### config.mk
export PLATFORM = sky130hd
export DESIGN_NAME = fcsl_host
export DESIGN_NICKNAME = d
export VERILOG_FILES = /design/src/fcsl_pkg.sv /design/src/fcsl_host.sv /design/src/fcsl_seq_rom.sv
export VERILOG_INCLUDE_DIRS = /design/src
export SDC_FILE = /design/constraint.sdc
export NUM_CORES = 1
export LEC_CHECK = 0
export ABC_CLOCK_PERIOD_IN_PS = 1800
export BUFFER_PORTS_ARGS = -buffer_cell sky130_fd_sc_hd__buf_4
export CORE_MARGIN = 4
export CORE_UTILIZATION = 25
export CTS_CLUSTER_DIAMETER = 150
export DETAILED_ROUTE_END_ITERATION = 8
export PLACE_DENSITY = 0.41
export SLEW_MARGIN = 20
export SYNTH_ARGS = -nofsm -noshare
export SYNTH_HDL_FRONTEND = slang
export SYNTH_SLANG_ARGS = --single-unit
export TNS_END_PERCENT = 100
### constraint.sdc
create_clock -name CORE_CLK -period 1.8 [get_ports CORE_CLK]
set_input_delay 0.18 -clock CORE_CLK [delete_from_list [all_inputs] [get_ports CORE_CLK]]
set_output_delay 0.18 -clock CORE_CLK [all_outputs]
set_load 0.1 [all_outputs]
### src/fcsl_map.svh
// Constants for the flash command host controller: command codes, addresses, timing counts.
// Assumes a 100 MHz CORE_CLK and a word-mode flash on a 16-bit data bus.
`ifndef FCSL_MAP_SVH
`define FCSL_MAP_SVH
`define FCSL_ADDR_UNLOCK1   21'h00_0555
`define FCSL_ADDR_UNLOCK2   21'h00_02AA
`define FCSL_ADDR_ID_BASE   21'h00_0000
`define FCSL_ADDR_SEC_ID    21'h00_0003
`define FCSL_ADDR_SECT_ID   21'h00_0002
`define FCSL_ADDR_CFI       21'h00_0055
`define FCSL_D_AA           8'hAA
`define FCSL_D_55           8'h55
`define FCSL_D_PROG         8'hA0
`define FCSL_D_BYPASS       8'h20
`define FCSL_D_AUTOSEL      8'h90
`define FCSL_D_ZERO         8'h00
`define FCSL_D_ERASE_SETUP  8'h80
`define FCSL_D_CHIP         8'h10
`define FCSL_D_SECTOR       8'h30
`define FCSL_D_SUSPEND      8'hB0
`define FCSL_D_RESUME       8'h30
`define FCSL_D_RESET        8'hF0
`define FCSL_D_CFI          8'h98
`define FCSL_D_SECREG_IN    8'h88
`define FCSL_BANK_MSB       20
`define FCSL_BANK_LSB       18
`define FCSL_SECT_LSB       12
`define FCSL_POLL_BIT       7
`define FCSL_CLK_MHZ        100
`define FCSL_PHASE_NS       30
`define FCSL_PHASE_CYC      ((`FCSL_PHASE_NS * `FCSL_CLK_MHZ + 999) / 1000)
`define FCSL_PROT_PROG_US   1
`define FCSL_PROT_ERASE_US  100
`define FCSL_POLL_LIMIT     (`FCSL_PROT_ERASE_US * `FCSL_CLK_MHZ * 1000)
`endif

### src/fcsl_pkg.sv
// Types for the flash command host controller.
// Assumes fcsl_map.svh supplies the numeric constants.
package fcsl_pkg;
	typedef enum logic [3:0] {
		FCSL_OP_READ    = 4'h0,
		FCSL_OP_PROGRAM = 4'h1,
		FCSL_OP_BYPASS_IN = 4'h2,
		FCSL_OP_BYPASS_PROG = 4'h3,
		FCSL_OP_BYPASS_OUT = 4'h4,
		FCSL_OP_CHIP_ERASE = 4'h5,
		FCSL_OP_SECT_ERASE = 4'h6,
		FCSL_OP_SUSPEND = 4'h7,
		FCSL_OP_RESUME  = 4'h8,
		FCSL_OP_AUTOSEL = 4'h9,
		FCSL_OP_RESET   = 4'hA,
		FCSL_OP_CFI     = 4'hB,
		FCSL_OP_SECREG_IN = 4'hC,
		FCSL_OP_SECREG_OUT = 4'hD
	} fcsl_op_t;
	typedef enum logic [2:0] {
		FCSL_S_IDLE  = 3'b000,
		FCSL_S_SETUP = 3'b001,
		FCSL_S_LOW   = 3'b010,
		FCSL_S_HIGH  = 3'b011,
		FCSL_S_NEXT  = 3'b100,
		FCSL_S_POLL  = 3'b101,
		FCSL_S_DONE  = 3'b110
	} fcsl_state_t;
endpackage

### src/fcsl_host.sv
`timescale 1ns/1ps
// Host controller: issues flash command sequences on CE/WE/OE cycles and polls completion.
// Assumes a word-mode flash whose bus timing is met by FCSL_PHASE_CYC clock cycles per phase.
`include "fcsl_map.svh"
module fcsl_host
	import fcsl_pkg::*;
#(
	parameter int POLL_LIMIT = `FCSL_POLL_LIMIT
)
(
	input  wire logic             CORE_CLK,
	input  wire logic             RESETN,
	input  wire logic             REQ_VALID,
	input  wire fcsl_pkg::fcsl_op_t REQ_OP,
	input  wire logic [20:0]      REQ_ADDR,
	input  wire logic [15:0]      REQ_DATA,
	output logic                  REQ_READY,
	output logic                  RSP_VALID,
	output logic [15:0]           RSP_DATA,
	output logic                  RSP_TIMEOUT,
	output logic                  FLASH_CE_N,
	output logic                  FLASH_WE_N,
	output logic                  FLASH_OE_N,
	output logic [20:0]           FLASH_ADDR,
	output logic [15:0]           FLASH_DQ_OUT,
	output logic                  FLASH_DQ_OE_N,
	input  wire logic [15:0]      FLASH_DQ_IN,
	input  wire logic             FLASH_READY_BUSY
);
	import fcsl_pkg::*;
	localparam logic [3:0] PHASE = 4'(`FCSL_PHASE_CYC);
	fcsl_state_t state_reg;
	fcsl_op_t    op_reg;
	logic [20:0] addr_reg;
	logic [15:0] data_reg;
	logic [2:0]  idx_reg;
	logic [3:0]  phase_reg;
	logic [31:0] poll_cnt_reg;
	logic        poll_prev_reg;
	logic [20:0] rom_addr;
	logic [15:0] rom_data;
	logic [2:0]  rom_count;
	logic        rom_read;
	logic        phase_done;
	logic        last_cycle;
	logic        needs_poll;
	logic        poll_true;
	fcsl_seq_rom u_rom (
		.clk         (CORE_CLK),
		.op          (op_reg),
		.idx         (idx_reg),
		.user_addr   (addr_reg),
		.user_data   (data_reg),
		.cyc_addr    (rom_addr),
		.cyc_data    (rom_data),
		.cyc_count   (rom_count),
		.cyc_is_read (rom_read)
	);
	assign phase_done = (phase_reg == PHASE);
	assign last_cycle = (idx_reg + 3'd1 == rom_count);
	// Operations that start an embedded algorithm end in polling
	assign needs_poll = (op_reg == FCSL_OP_PROGRAM) || (op_reg == FCSL_OP_BYPASS_PROG)
		|| (op_reg == FCSL_OP_CHIP_ERASE) || (op_reg == FCSL_OP_SECT_ERASE);
	// Erase completes with polling bit at 1, program with the true written bit
	assign poll_true = (op_reg == FCSL_OP_CHIP_ERASE || op_reg == FCSL_OP_SECT_ERASE)
		? FLASH_DQ_IN[`FCSL_POLL_BIT]
		: (FLASH_DQ_IN[`FCSL_POLL_BIT] == data_reg[`FCSL_POLL_BIT]);
	// Sequencer
	always_ff @(posedge CORE_CLK) begin
		if (!RESETN) begin
			state_reg <= FCSL_S_IDLE;
			idx_reg   <= 3'd0;
			phase_reg <= 4'd0;
		end else begin
			phase_reg <= phase_done ? 4'd0 : phase_reg + 4'd1;
			unique case (state_reg)
				FCSL_S_IDLE: begin
					phase_reg <= 4'd0;
					idx_reg   <= 3'd0;
					// Ready gates the take so a request still held at the answer is not run twice
					if (REQ_VALID && REQ_READY) state_reg <= FCSL_S_SETUP;
				end
				FCSL_S_SETUP: if (phase_done) state_reg <= FCSL_S_LOW;
				FCSL_S_LOW:   if (phase_done) state_reg <= FCSL_S_HIGH;
				FCSL_S_HIGH: begin
					if (phase_done) begin
						if (!last_cycle) begin
							idx_reg   <= idx_reg + 3'd1;
							state_reg <= FCSL_S_NEXT;
						end else if (needs_poll) begin
							state_reg <= FCSL_S_POLL;
						end else begin
							state_reg <= FCSL_S_DONE;
						end
					end
				end
				// One idle cycle lets the table register the next cycle
				FCSL_S_NEXT: state_reg <= FCSL_S_SETUP;
				FCSL_S_POLL: begin
					if (phase_done && poll_prev_reg && poll_true) state_reg <= FCSL_S_DONE;
					else if (poll_cnt_reg >= 32'(POLL_LIMIT)) state_reg <= FCSL_S_DONE;
				end
				FCSL_S_DONE: state_reg <= FCSL_S_IDLE;
			endcase
		end
	end
	// Request capture; sequences never run partially, so the device decoder stays in step
	always_ff @(posedge CORE_CLK) begin
		if (!RESETN) begin
			op_reg    <= FCSL_OP_READ;
			addr_reg  <= 21'h00_0000;
			data_reg  <= 16'h0000;
			REQ_READY <= 1'b0;
		end else begin
			REQ_READY <= (state_reg == FCSL_S_IDLE) && !REQ_VALID;
			if (state_reg == FCSL_S_IDLE && REQ_VALID && REQ_READY) begin
				op_reg   <= REQ_OP;
				addr_reg <= REQ_ADDR;
				data_reg <= REQ_DATA;
			end
		end
	end
	// Bus pins: address before strobe fall, data held past strobe rise
	always_ff @(posedge CORE_CLK) begin
		if (!RESETN) begin
			FLASH_CE_N    <= 1'b1;
			FLASH_WE_N    <= 1'b1;
			FLASH_OE_N    <= 1'b1;
			FLASH_ADDR    <= 21'h00_0000;
			FLASH_DQ_OUT  <= 16'h0000;
			FLASH_DQ_OE_N <= 1'b1;
		end else begin
			FLASH_CE_N <= !(state_reg == FCSL_S_SETUP || state_reg == FCSL_S_LOW
				|| state_reg == FCSL_S_HIGH || state_reg == FCSL_S_POLL);
			// Write strobe inside chip enable: address at its fall, data at its rise
			FLASH_WE_N <= !(state_reg == FCSL_S_LOW && !rom_read);
			FLASH_OE_N <= !((state_reg == FCSL_S_LOW && rom_read)
				|| (state_reg == FCSL_S_POLL && phase_reg != PHASE));
			FLASH_DQ_OE_N <= !(!rom_read && state_reg != FCSL_S_POLL && state_reg != FCSL_S_IDLE);
			if (state_reg == FCSL_S_SETUP) begin
				FLASH_ADDR   <= rom_addr;
				FLASH_DQ_OUT <= rom_data;
			end
		end
	end
	// Polling watch: two matching samples in a row before data is trusted
	always_ff @(posedge CORE_CLK) begin
		if (!RESETN) begin
			poll_cnt_reg  <= 32'd0;
			poll_prev_reg <= 1'b0;
		end else if (state_reg != FCSL_S_POLL) begin
			poll_cnt_reg  <= 32'd0;
			poll_prev_reg <= 1'b0;
		end else begin
			poll_cnt_reg <= poll_cnt_reg + 32'd1;
			if (phase_done) poll_prev_reg <= poll_true && FLASH_READY_BUSY;
		end
	end
	// Answer
	always_ff @(posedge CORE_CLK) begin
		if (!RESETN) begin
			RSP_VALID   <= 1'b0;
			RSP_DATA    <= 16'h0000;
			RSP_TIMEOUT <= 1'b0;
		end else begin
			RSP_VALID <= (state_reg == FCSL_S_DONE);
			if (state_reg == FCSL_S_HIGH && rom_read && phase_reg == 4'd0) begin
				RSP_DATA <= FLASH_DQ_IN;
			end
			if (state_reg == FCSL_S_DONE) RSP_TIMEOUT <= needs_poll && (poll_cnt_reg >= 32'(POLL_LIMIT));
		end
	end
endmodule

### src/fcsl_seq_rom.sv
`timescale 1ns/1ps
// Command sequence table: address and data of each bus cycle of each operation.
// Assumes synchronous reads; data comes out of a register one cycle after the request.
`include "fcsl_map.svh"
module fcsl_seq_rom
	import fcsl_pkg::*;
(
	input  wire logic             clk,
	input  wire fcsl_pkg::fcsl_op_t op,
	input  wire logic [2:0]       idx,
	input  wire logic [20:0]      user_addr,
	input  wire logic [15:0]      user_data,
	output logic      [20:0]      cyc_addr,
	output logic      [15:0]      cyc_data,
	output logic      [2:0]       cyc_count,
	output logic                  cyc_is_read
);
	import fcsl_pkg::*;
	logic [20:0] a;
	logic [7:0]  d;
	logic [2:0]  n;
	logic        rd;
	logic [20:0] bank;
	// Bank-qualified command address; upper bits above the unlock field are free
	function automatic logic [20:0] at_bank(input logic [20:0] u, input logic [20:0] off);
		at_bank = {u[`FCSL_BANK_MSB:`FCSL_BANK_LSB], off[17:0]};
	endfunction
	// Unlock pair opens every multi-cycle sequence except the two-cycle bypass program and bypass exit
	function automatic logic [28:0] unlock(input logic [2:0] i);
		unlock = (i[0] == 1'b0) ? {`FCSL_ADDR_UNLOCK1, `FCSL_D_AA} : {`FCSL_ADDR_UNLOCK2, `FCSL_D_55};
	endfunction
	always_comb begin
		bank = at_bank(user_addr, 21'h00_0000);
		n    = 3'd1;
		rd   = 1'b0;
		{a, d} = unlock(idx);
		unique case (op)
			FCSL_OP_PROGRAM: begin
				n = 3'd4;
				if (idx == 3'd2) {a, d} = {`FCSL_ADDR_UNLOCK1, `FCSL_D_PROG};
				if (idx == 3'd3) {a, d} = {user_addr, user_data[7:0]};
			end
			FCSL_OP_BYPASS_IN: begin
				n = 3'd3;
				if (idx == 3'd2) {a, d} = {`FCSL_ADDR_UNLOCK1, `FCSL_D_BYPASS};
			end
			FCSL_OP_BYPASS_PROG: begin
				n = 3'd2;
				{a, d} = (idx == 3'd0) ? {`FCSL_ADDR_UNLOCK1, `FCSL_D_PROG} : {user_addr, user_data[7:0]};
			end
			FCSL_OP_BYPASS_OUT: begin
				n = 3'd2;
				{a, d} = (idx == 3'd0) ? {`FCSL_ADDR_UNLOCK1, `FCSL_D_AUTOSEL} : {`FCSL_ADDR_UNLOCK1, `FCSL_D_ZERO};
			end
			FCSL_OP_CHIP_ERASE, FCSL_OP_SECT_ERASE: begin
				n = 3'd6;
				if (idx >= 3'd3) {a, d} = unlock(idx - 3'd3);
				if (idx == 3'd2) {a, d} = {`FCSL_ADDR_UNLOCK1, `FCSL_D_ERASE_SETUP};
				if (idx == 3'd5) begin
					{a, d} = (op == FCSL_OP_CHIP_ERASE) ? {`FCSL_ADDR_UNLOCK1, `FCSL_D_CHIP}
						: {user_addr[20:`FCSL_SECT_LSB], 12'h000, `FCSL_D_SECTOR};
				end
			end
			FCSL_OP_SUSPEND: {a, d} = {bank, `FCSL_D_SUSPEND};
			FCSL_OP_RESUME:  {a, d} = {bank, `FCSL_D_RESUME};
			FCSL_OP_AUTOSEL: begin
				// Fourth cycle reads under the held bank address
				n = 3'd4;
				if (idx == 3'd2) {a, d} = {at_bank(user_addr, `FCSL_ADDR_UNLOCK1), `FCSL_D_AUTOSEL};
				if (idx == 3'd3) begin
					a  = at_bank(user_addr, {9'h000, user_addr[11:0]});
					d  = 8'h00;
					rd = 1'b1;
				end
			end
			FCSL_OP_RESET:  {a, d} = {`FCSL_ADDR_ID_BASE, `FCSL_D_RESET};
			FCSL_OP_CFI:    {a, d} = {`FCSL_ADDR_CFI, `FCSL_D_CFI};
			FCSL_OP_SECREG_IN: begin
				n = 3'd3;
				if (idx == 3'd2) {a, d} = {`FCSL_ADDR_UNLOCK1, `FCSL_D_SECREG_IN};
			end
			FCSL_OP_SECREG_OUT: begin
				n = 3'd4;
				if (idx == 3'd2) {a, d} = {`FCSL_ADDR_UNLOCK1, `FCSL_D_AUTOSEL};
				if (idx == 3'd3) {a, d} = {`FCSL_ADDR_ID_BASE, `FCSL_D_ZERO};
			end
			FCSL_OP_READ: begin
				{a, d} = {user_addr, 8'h00};
				rd = 1'b1;
			end
			default: begin
				{a, d} = {user_addr, 8'h00};
				rd = 1'b1;
			end
		endcase
	end
	// Program value keeps its upper byte; command cycles leave it zero
	always_ff @(posedge clk) begin
		cyc_addr    <= a;
		cyc_data    <= ((op == FCSL_OP_PROGRAM && idx == 3'd3) || (op == FCSL_OP_BYPASS_PROG && idx == 3'd1))
			? user_data : {8'h00, d};
		cyc_count   <= n;
		cyc_is_read <= rd;
	end
endmodule

# After elaboration in Yosys (flattened, before gate mapping)
# Cells that the tools add are included.
# totals
ff_bits,185
latchBits,0
ram_bits,0
rom_bits,0
input_bits,61
n_memories,0
# classes
addsub,4
multipliers,0
div_mod_pow,0
order_cmp,2
eq_ne,34
n_shift,0
mux,41
n_bitwise,1
n_reduce_logical,48
# op_table
cell,count
$pmux W21 S10,1
$mux W21,8
$mux W8,11
$pmux W8 S11,1
$mux W29,2
$mux W19,2
$add A32 B1 Y32 const B,1
$ge A32 B24 Y1 const B,1
$eq A4 B4 Y1 const B,6
$mux W3,8
$pmux W3 S7,1
$logic_and A1 B1 Y1,17
$eq A4 B3 Y1 const B,4
$eq A3 B2 Y1 const B,4
$eq A3 B3 Y1 const B,4
$eq A4 B2 Y1 const B,3
$pmux W3 S4,1
$reduce_or A12 Y1,1
$reduce_or A2 Y1,6
$ne A2 B2 Y1 const B,5
$logic_or A1 B1 Y1,9
$eq A3 B1 Y1 const B,2
$logic_not A1 Y1,6
$logic_not A3 Y1,2
other kinds (21),24

# Logic depth before layout (Yosys ltp)
# Gate-level depths: netlist of the first run.
# logic_depth
depth_word,8
mapped_depth,8
mapped_depth_nobuf,7

# Hierarchy
# A second synthesis of the first run with hierarchy kept.
# hier_totals
cells_unflattened,920
hier_area_um2,7990.2
# modules_own_cells
mod,instances,cells_each,area_each_um2,seq_area_each_um2
fcsl_host,1,678,5869.4,2882.8
fcsl_seq_rom,1,242,2120.8,820.8

# Worst setup path before layout of the first run
# Ideal clock, no wire load.
# synth_path
kind,register to register
startpoint,register REQ_READY
endpoint,register addr_reg[19]
arrival_ns,1.813
slack_ns,-0.145
path_stages_with_launch,7
path_buffers,2
path_cell_list,dfxtp_1 -> nand2_1 -> or2_2 -> clkbuf_1 -> buf_2 -> nand2_1 -> a21oi_1
# synth_via
elab_chain_len,1
# synth_lines
item,line,text
"start, declared",fcsl_host.sv:17,"output logic REQ_READY,"
"start signal, assigned",fcsl_host.sv:115,REQ_READY <= (state_reg == FCSL_S_IDLE) && !REQ_VALID;
$logic_and A1 B1 Y1,fcsl_host.sv:116,if (state_reg == FCSL_S_IDLE && REQ_VALID && REQ_READY) begin
"end signal, assigned",fcsl_host.sv:111,addr_reg <= 21'h00_0000;
"end signal, assigned",fcsl_host.sv:118,addr_reg <= REQ_ADDR;
"end, declared",fcsl_host.sv:34,logic [20:0] addr_reg;
# No other way between the ends.
# A chain may end at the register's enable or synchronous reset.

# Worst setup path after layout of the first run
# layout_path
startpoint,register idx_reg[0]
endpoint,register u_rom.cyc_data[3]
# layout_via
elab_chain_len,7
elab_cells_between_ends,24
# layout_lines
item,line,text
"start, declared",fcsl_host.sv:36,logic [2:0] idx_reg;
"start signal, assigned",fcsl_host.sv:88,idx_reg <= idx_reg + 3'd1;
"parallel branches: the longest is 6 deep, another holds $ge A3 B2 Y1",n/a,
$mux W8 *,fcsl_seq_rom.sv:101,"? user_data : {8'h00, d};"
"end signal, assigned",fcsl_seq_rom.sv:100,cyc_data <= ((op == FCSL_OP_PROGRAM && idx == 3'd3) || (op == FCSL_OP_BYPASS_PROG && idx == 3'd1))
"end, declared",fcsl_seq_rom.sv:14,"output logic [15:0] cyc_data,"
# Every way passes the cells marked *.

==> results, run 1 <==
- The internal power of the cells totals 6.34 mW.
- Detailed placement ended at an HPWL of 16,300 um.
- CTS saw 185 sinks.
- After detailed routing, the average wire length per cell comes to 15.0 um.
- The share of synthesized cell area in and, or, nand and nor gates is 0.242.
- The relative contribution of sequential cells to total power is 0.490.
- The clock root buffer master is clkbuf_16.
- Setup slack on the critical path of the routed design comes to -39.0 ps.
- The most frequent standard cell in the layout excluding fill and tap cells is buf_4.
- The maximum clock skew at final layout is 18.0 ps.
- Of all nets on the critical path, the largest fanout is 5.
- The placed instance area is 0.00972 mm^2.
- The run finished, with violations left.
- The number of global-route vias before repair is 7,303.
- The net total in the final layout is 1,224.
- The number of buffer cells added on primary ports is 120.
- The switching part of the total power is 0.262.
- The number of antenna violations at the first check in global routing is 0.
- For this design the ratio of total power to cell area is 768 mW/mm^2.
- IR analysis of the VDD net gives a maximum drop of 0.633 mV.
- Global routing finished with a remaining overflow of 0.
- The maximum level of the CTS H-tree is 4.
- Max-cap violations in this run came to 0.
- The XOR/XNOR share of the synthesized area is 0.0322.
- The first global-routing pass estimated 38,400 um of wire.
- The floorplan step defined a die boundary enclosing 0.0333 mm^2.
- The number of routed nets with antenna violations is 0.
- The filler-free cell count of the finished design is 1,557.
- The y dimension of the die is 183 um.
- Across the whole layout, storage elements account for 0.00373 mm^2.
- The final critical path time including I/O delays and setup is 1840 ps.
- The initial standard-cell utilization of the core is 0.255.
- The standard cell core area is 0.0299 mm^2.
- The maximum number of pins on one net before global-route repair is 87.
- The net switching power of the design is 2.25 mW.
- The congestion estimate from routability-driven global placement came to 0.920.
- TritonCTS built the clock tree.
- The die outline width is 183 um.
- After synthesis, the largest family of logic cells by area is simple AND/OR/NAND/NOR gates.
- The max-slew violation total from the final report is 0.
- Setup violations remaining at the end of the flow were counted as 1.
- The number of buffers created by CTS is 17.
- Setup repair after global routing could not meet its margin everywhere.
- Based on the critical path, the design can be clocked at up to 544 MHz.
- The number of different library cells in the post-synthesis netlist is 69.
- The worst setup path is captured at a register.
- The finished cells cover 0.0112 mm^2.
- The fill cell instance count of the final layout is 3,081.
- Yosys mapped a number of flops with a built-in enable equal to 0.
- The row count is 63.
- The flop and latch count out of synthesis is 185.
- For this design the static power due to leakage is 4.63 nW.
- For the worst setup path, the data arrival time is 2150 ps.
- The worst setup path is launched from a register.
- The checks that failed: negative setup slack.
- The share of layout cells above drive strength 1 is 0.298.
- The first-iteration detailed-routing DRC count is 357.
- In this run the deepest clock path goes through 2 buffers.
- The per-cell via count in the routed design is 4.57.
- The number of flip-flops under the largest register name is 32.
- Hold timing on the final database bottoms out at a slack of 18.1 ps.
- After synthesis the cells add up to 0.00762 mm^2.
- In the final layout, the multi-input gates occupy 0.00392 mm^2.
- The area fraction in compound gates after synthesis was 0.153.
- Dividing the final minimum period by the clock period gives 1.02.
- Headroom to the max-slew limit came out at 0.713.
- Counting flops with an async set or reset pin after synthesis yields a share of 0.
- The area growth from synthesis to layout is 46.8%.
- The share of total power dissipated in the clock network is 0.426.
- The total routing resource utilization after global routing is 0.141.
- The clock insertion delay at the later pin of the skew report is 440 ps.
- The first-pass detailed-route iteration total is 5.
- After synthesis, the share of cell area in mux cells is 0.0289.
- The clock transition at the register clock pins on the worst setup and hold paths after CTS is 80 ps.
- 121 I/O pins were placed.
- The transition time of the tightest slew-check pin is 430 ps.
- For this run, the number of Yosys warnings is 0.
- The number of standard cells after synthesis is 902.
- Dividing the synthesized area by the synthesized cell count gives 8.44 um^2.
- The data required time at the worst endpoint is 2110 ps.
- The number of antenna cells inserted is 0.
- The sequential share of the synthesized area is 0.486.
- The top cell types in the final layout, fill and taps aside, are buf_4, nand2_1, dfxtp_1.
- The combinational fraction of design power is 0.083.
- The hold violation total from the final report is 0.
- The worst setup path is of the reg2reg kind.
- The path category of the worst min-delay check is in2reg.
- The cell total after placement is 1,469.
- The number of design rule violations left after detail routing is 0.
- The total via count after detailed routing is 7,117.
- The synthesized netlist net count is 972.
- The final wirelength is 23,400 um.
- Of the total synthesized cell area, the portion taken by full adders, half adders and majority gates is 0.0148.
- The dominant register cell in the synthesized netlist is dfxtp_1.
==> power groups by stage <==
stage,Combinational (mW),Clock (mW),Sequential [mW]
2_1_floorplan,0.260,0,4.35
3_3_place_gp,0.612,0,4.31
3_5_place_dp,0.612,0,4.31
4_1_cts,0.712,3.82,4.21
5_1_grt,0.784,3.98,4.22
6_report,0.717,3.66,4.21
==> area by class of cell <==
type,instances,area share
inverter,16,0.00571
tap,390,0.0436
multi-input combinational,642,0.350
timing repair buffer,292,0.217
clock buffer,18,0.0384
sequential,185,0.333
clock inverter,14,0.0119
==> final timing paths <==
kind | start | endpoint | slack, ps | cells after the start
worst max-delay path | idx_reg[0] | u_rom.cyc_data[3] | -40 | 7
worst min register to register | u_rom.cyc_addr[1] | FLASH_ADDR[1] | 430 | 2
worst min-delay path | REQ_ADDR[14] | addr_reg[14] | 20 | 3
worst max register to register | idx_reg[0] | u_rom.cyc_data[3] | -40 | 7
==> cell usage after synthesis, types with 16 or more instances <==
| cell | count | area [um^2] |
|---|---|---|
| mux2i_1 | 22 | 220 |
| inv_1 | 16 | 60.1 |
| nand3_1 | 26 | 130 |
| nand2_1 | 198 | 743 |
| o21ai_0 | 19 | 95.1 |
| dfxtp_1 | 185 | 3700 |
| clkbuf_1 | 30 | 113 |
| nor2_1 | 62 | 233 |
| a21oi_1 | 98 | 490 |
| buf_2 | 25 | 125 |
| xor2_1 | 24 | 210 |
==> cell families (layout without fill, tap and decap cells) <==
family,Yosys count,in the layout
AOI/OAI and AO/OA,189,189
xor gates and xnor gates,28,28
adders and majority gates,9,9
buffers and inverters,75,340
DFF,185,185
muxes,22,22
and+or+nand+nor,394,394
==> worst max-delay path, cell delays in order, from the launching register on <==
cell      delay (ps)
dfxtp_4          370
ha_4             160
ha_4             190
nor2_4            90
mux2i_2          310
nand4b_1         200
o211ai_1         120
a32o_1           280
==> routing by layer <==
metal / track usage / vias up / share of wire
met5: 0 / - / 0
li1: - / 3592 / -
met3: 0.0305 / 22 / 0.044
met2: 0.239 / 148 / 0.48
met1: 0.183 / 3355 / 0.46
met4: 0.0360 / 0 / 0.012
==> what timing repair did <==
item	CTS	global route
pin swaps	8	12
buffers inserted	6	1
hold buffers	49	0
endpoints found under the setup margin	33	41
resized for setup	42	43
hold endpoints to repair	49	0
==> through the flow <==
stage	power, mW	setup slack [ps]	utilization	TNS, ps
2_1_floorplan	4.61	14.2	-	0
3_3_place_gp	4.92	-278	0.325	-4970
3_5_place_dp	4.92	-269	0.325	-4540
4_1_cts	8.74	-3.38	0.367	-7.30
5_1_grt	8.98	-57.9	0.374	-579
6_report	8.59	-39.0	0.374	-39.0
Note: power is estimated with default switching activity, not from simulation.
==> inputs of run 2 (changes only) <==
CELL_PAD_IN_SITES_DETAIL_PLACEMENT = 0   (was unset)
CELL_PAD_IN_SITES_GLOBAL_PLACEMENT = 1   (was unset)
PLACE_DENSITY = 0.52   (was 0.41)
==> run 2 against run 1 <==
  * The run now ends clean
  * Sequential power barely moved
  * Worst setup slack improved by 42 ps
  * Cell count rose by 0.64%
  * Sequential share of layout area fell by 0.21 points
  * Sequential cell count did not move
  * Clock power rose by 5.5%
  * Critical endpoint is now u_rom.cyc_addr[6]
==> results, run 2 (synthesized netlist as in run 1, its figures left out) <==
- The hold violation total from the final report is 0 (unchanged).
- The fill cell instance count of the final layout is 3,083 (+0.065%).
- The number of flip-flops under the largest register name came to 32 (unchanged).
- The TritonCTS clock tree is yes.
- The most frequent standard cell in the layout excluding fill and tap cells is buf_4.
- The first-pass detailed-route iteration total was 6 (+1).
- The type of origin of the critical path is a register.
- The clock transition at the register clock pins on the worst setup and hold paths after CTS is 70 ps (about the same).
- The post-route setup TNS came to 0 ps (+39.0 ps).
- The number of antenna violations at the first check in global routing came to 0 (unchanged).
- The filler-free cell count of the finished design is 1,567 (+0.64%).
- The placed instance area is 0.00973 mm^2 (+0.10%).
- The final critical path time including I/O delays and setup is 1800 ps (-42.3 ps).
- The highest cell delay on the worst timing path is 430 ps (+60 ps).
- The number of buffers created by CTS is 17 (unchanged).
- The sink count of the clock tree is 185 (unchanged).
- The total congestion overflow after global routing is 0 (unchanged).
- The share of layout cells above drive strength 1 is 0.298 (-0.000581).
- The internal power came to 6.43 mW (+1.3%).
- The first-iteration detailed-routing DRC count came to 415 (+16%).
- The number of buffer cells added on primary ports came to 120 (unchanged).
- The maximum level of the CTS H-tree was 4 (unchanged).
- The per-cell via count in the routed design is 4.51 (-1.3%).
- The final worst-path cycle share is 0.998 (-0.0235).
- The min-delay analysis places its worst path in the category in2reg.
- The maximum clock skew at final layout is 19.9 ps (+1.82 ps).
- The storage element area is 0.00373 mm^2 (about the same).
- The combinational fraction of design power is 0.081 (-0.002).
- The data arrival at the endpoint of the critical path came to 2120 ps (-30 ps).
- The layout overhead on the synthesized area is 47.9%.
- The maximum clock rate was 557 MHz (+2.4%).
- Setup repair after global routing could not meet its margin everywhere.
- The clock network fraction of design power is 0.439 (+0.013).
- The transition time of the tightest slew-check pin is 487 ps (+56.3 ps).
- Traced cell by cell, the critical path runs through buf_12 > ha_4 > nand2_4 > a211oi_1 > a41o_1 > a2111o_1 > a21o_1.
- The clock insertion delay at the later pin of the skew report is 440 ps (about the same).
- The number of design rule violations left after detail routing is 0 (unchanged).
- The row count is 63 (unchanged).
- The count of pins on the block boundary is 121 (unchanged).
- The run finished with clean final reports.
- The number of setup violations in the final report is 0 (-1).
- The sum of internal, switching and leakage power is 8.77 mW (+2.2%).
- The class of the most critical setup path is reg2reg.
- The net switching power of the design is 2.35 mW (+4.5%).
- The maximum number of pins on one net before global-route repair is 95 (+9.2%).
- The largest fanout on the critical path was 12 (+7).
- The final standard cell area without fillers is 0.0113 mm^2 (+0.70%).
- The number of buffers on the longest clock path came to 2 (unchanged).
- The worst slack on hold paths is 12.4 ps (-5.76 ps).
- The total power per unit cell area is 779 mW/mm^2 (+1.4%).
- The floorplan die area came to 0.0333 mm^2 (unchanged).
- The total routing resource utilization after global routing is 0.140 (-0.00121).
- The die outline width is 183 um (unchanged).
- The number of global-route vias before repair is 7,034 (-3.7%).
- The footprint of the multi-input gates was 0.00388 mm^2 (-1.0%).
- The relative contribution of sequential cells to total power is 0.480 (-0.010).
- The worst setup path is captured at a register.
- The net total in the final layout came to 1,233 (+0.74%).
- The largest vdd supply drop is 0.493 mV (-22%).
- The standard cell core area is 0.0299 mm^2 (unchanged).
- The total via count after detailed routing is 7,070 (-0.66%).
- The initial standard-cell utilization of the core is 0.255 (unchanged).
- The data required time at the worst endpoint is 2130 ps (+20 ps).
- The top cell types in the final layout, fill and taps aside, are buf_4, nand2_1, dfxtp_1.
- The largest individual stage delay along the critical path comes from the cell a2111o_1.
- The tightest slew margin relative to the limit is 0.676 (-0.0375).
- The wire length per cell after detailed routing is 15.0 um (-0.21%).
- The switching part of the total power is 0.267 (+0.00597).
- The cell total after placement is 1,472 (+0.20%).
- The detailed placer's ending HPWL was 16,200 um (-1.1%).
- The final wirelength came to 23,500 um (+0.43%).
- The wire length of the first global-routing pass is 37,700 um (-1.7%).
- The number of routed nets with antenna violations is 0 (unchanged).
- The max-slew violation total from the final report is 0 (unchanged).
- The number of max-cap violations was 0 (unchanged).
- The tree is rooted in a clkbuf_16.
- The global placer's final weighted congestion is 0.863 (-6.2%).
- The y dimension of the die is 183 um (unchanged).
- The standby leakage power is 4.71 nW (+1.7%).
## run 2: worst paths after layout
kind | start | to | slack [ps] | cells after the start
max | idx_reg[0] | u_rom.cyc_addr[6] | 3 | 7
min | REQ_ADDR[7] | addr_reg[7] | 10 | 3
max reg2reg | idx_reg[0] | u_rom.cyc_addr[6] | 3 | 7
min reg2reg | u_rom.cyc_addr[3] | FLASH_ADDR[3] | 430 | 2
## run 2: layer usage
metal  global-route usage  up-vias  share of wire
met5                    0        -              0
met4               0.0390        0          0.016
met3               0.0325       30          0.050
met2                0.237      154           0.48
met1                0.178     3280           0.46
li1                     -     3606              -
## run 2: power by group through the flow
stage | logic (mW) | registers, mW | clock network, mW
after floorplan | 0.260 | 4.35 | 0
after global placement | 0.601 | 4.31 | 0
after detailed placement | 0.602 | 4.31 | 0
after CTS | 0.700 | 4.21 | 4.00
after global routing | 0.774 | 4.22 | 4.16
final | 0.709 | 4.21 | 3.86
## run 2: what timing repair did
action / 4_1_cts / 5_1_grt
setup endpoints to repair: 34 / 44
hold buffers: 50 / 0
setup buffers: 2 / 10
pin swaps: 2 / 13
endpoints found under the hold margin: 50 / 0
gates resized for setup: 39 / 41
## run 2: layout make-up
cell class / count / share of cell area
clock buffer: 18 / 0.0390
antenna: 1 / 0.000222
tap: 390 / 0.0433
clock inverter: 14 / 0.0152
multi-input combinational: 642 / 0.344
inverter: 16 / 0.00567
sequential: 185 / 0.331
timing repair buffer: 301 / 0.221
## run 2: metrics by stage
stage / setup slack (ps) / util
finish: 3.34 / 0.377
global route: -79.8 / 0.377
CTS: -9.42 / 0.368
detailed placement: -304 / 0.326
global placement: -167 / 0.326
floorplan: 14.2 / -
## run 2: worst max-delay path: cells and delay by family, from the launching register on
kind | cells | cell delay (ps)
fa+ha+maj | 1 | 170
flops | 1 | 370
buf+inv | 1 | 150
simple gates | 1 | 80
compound gates | 4 | 920
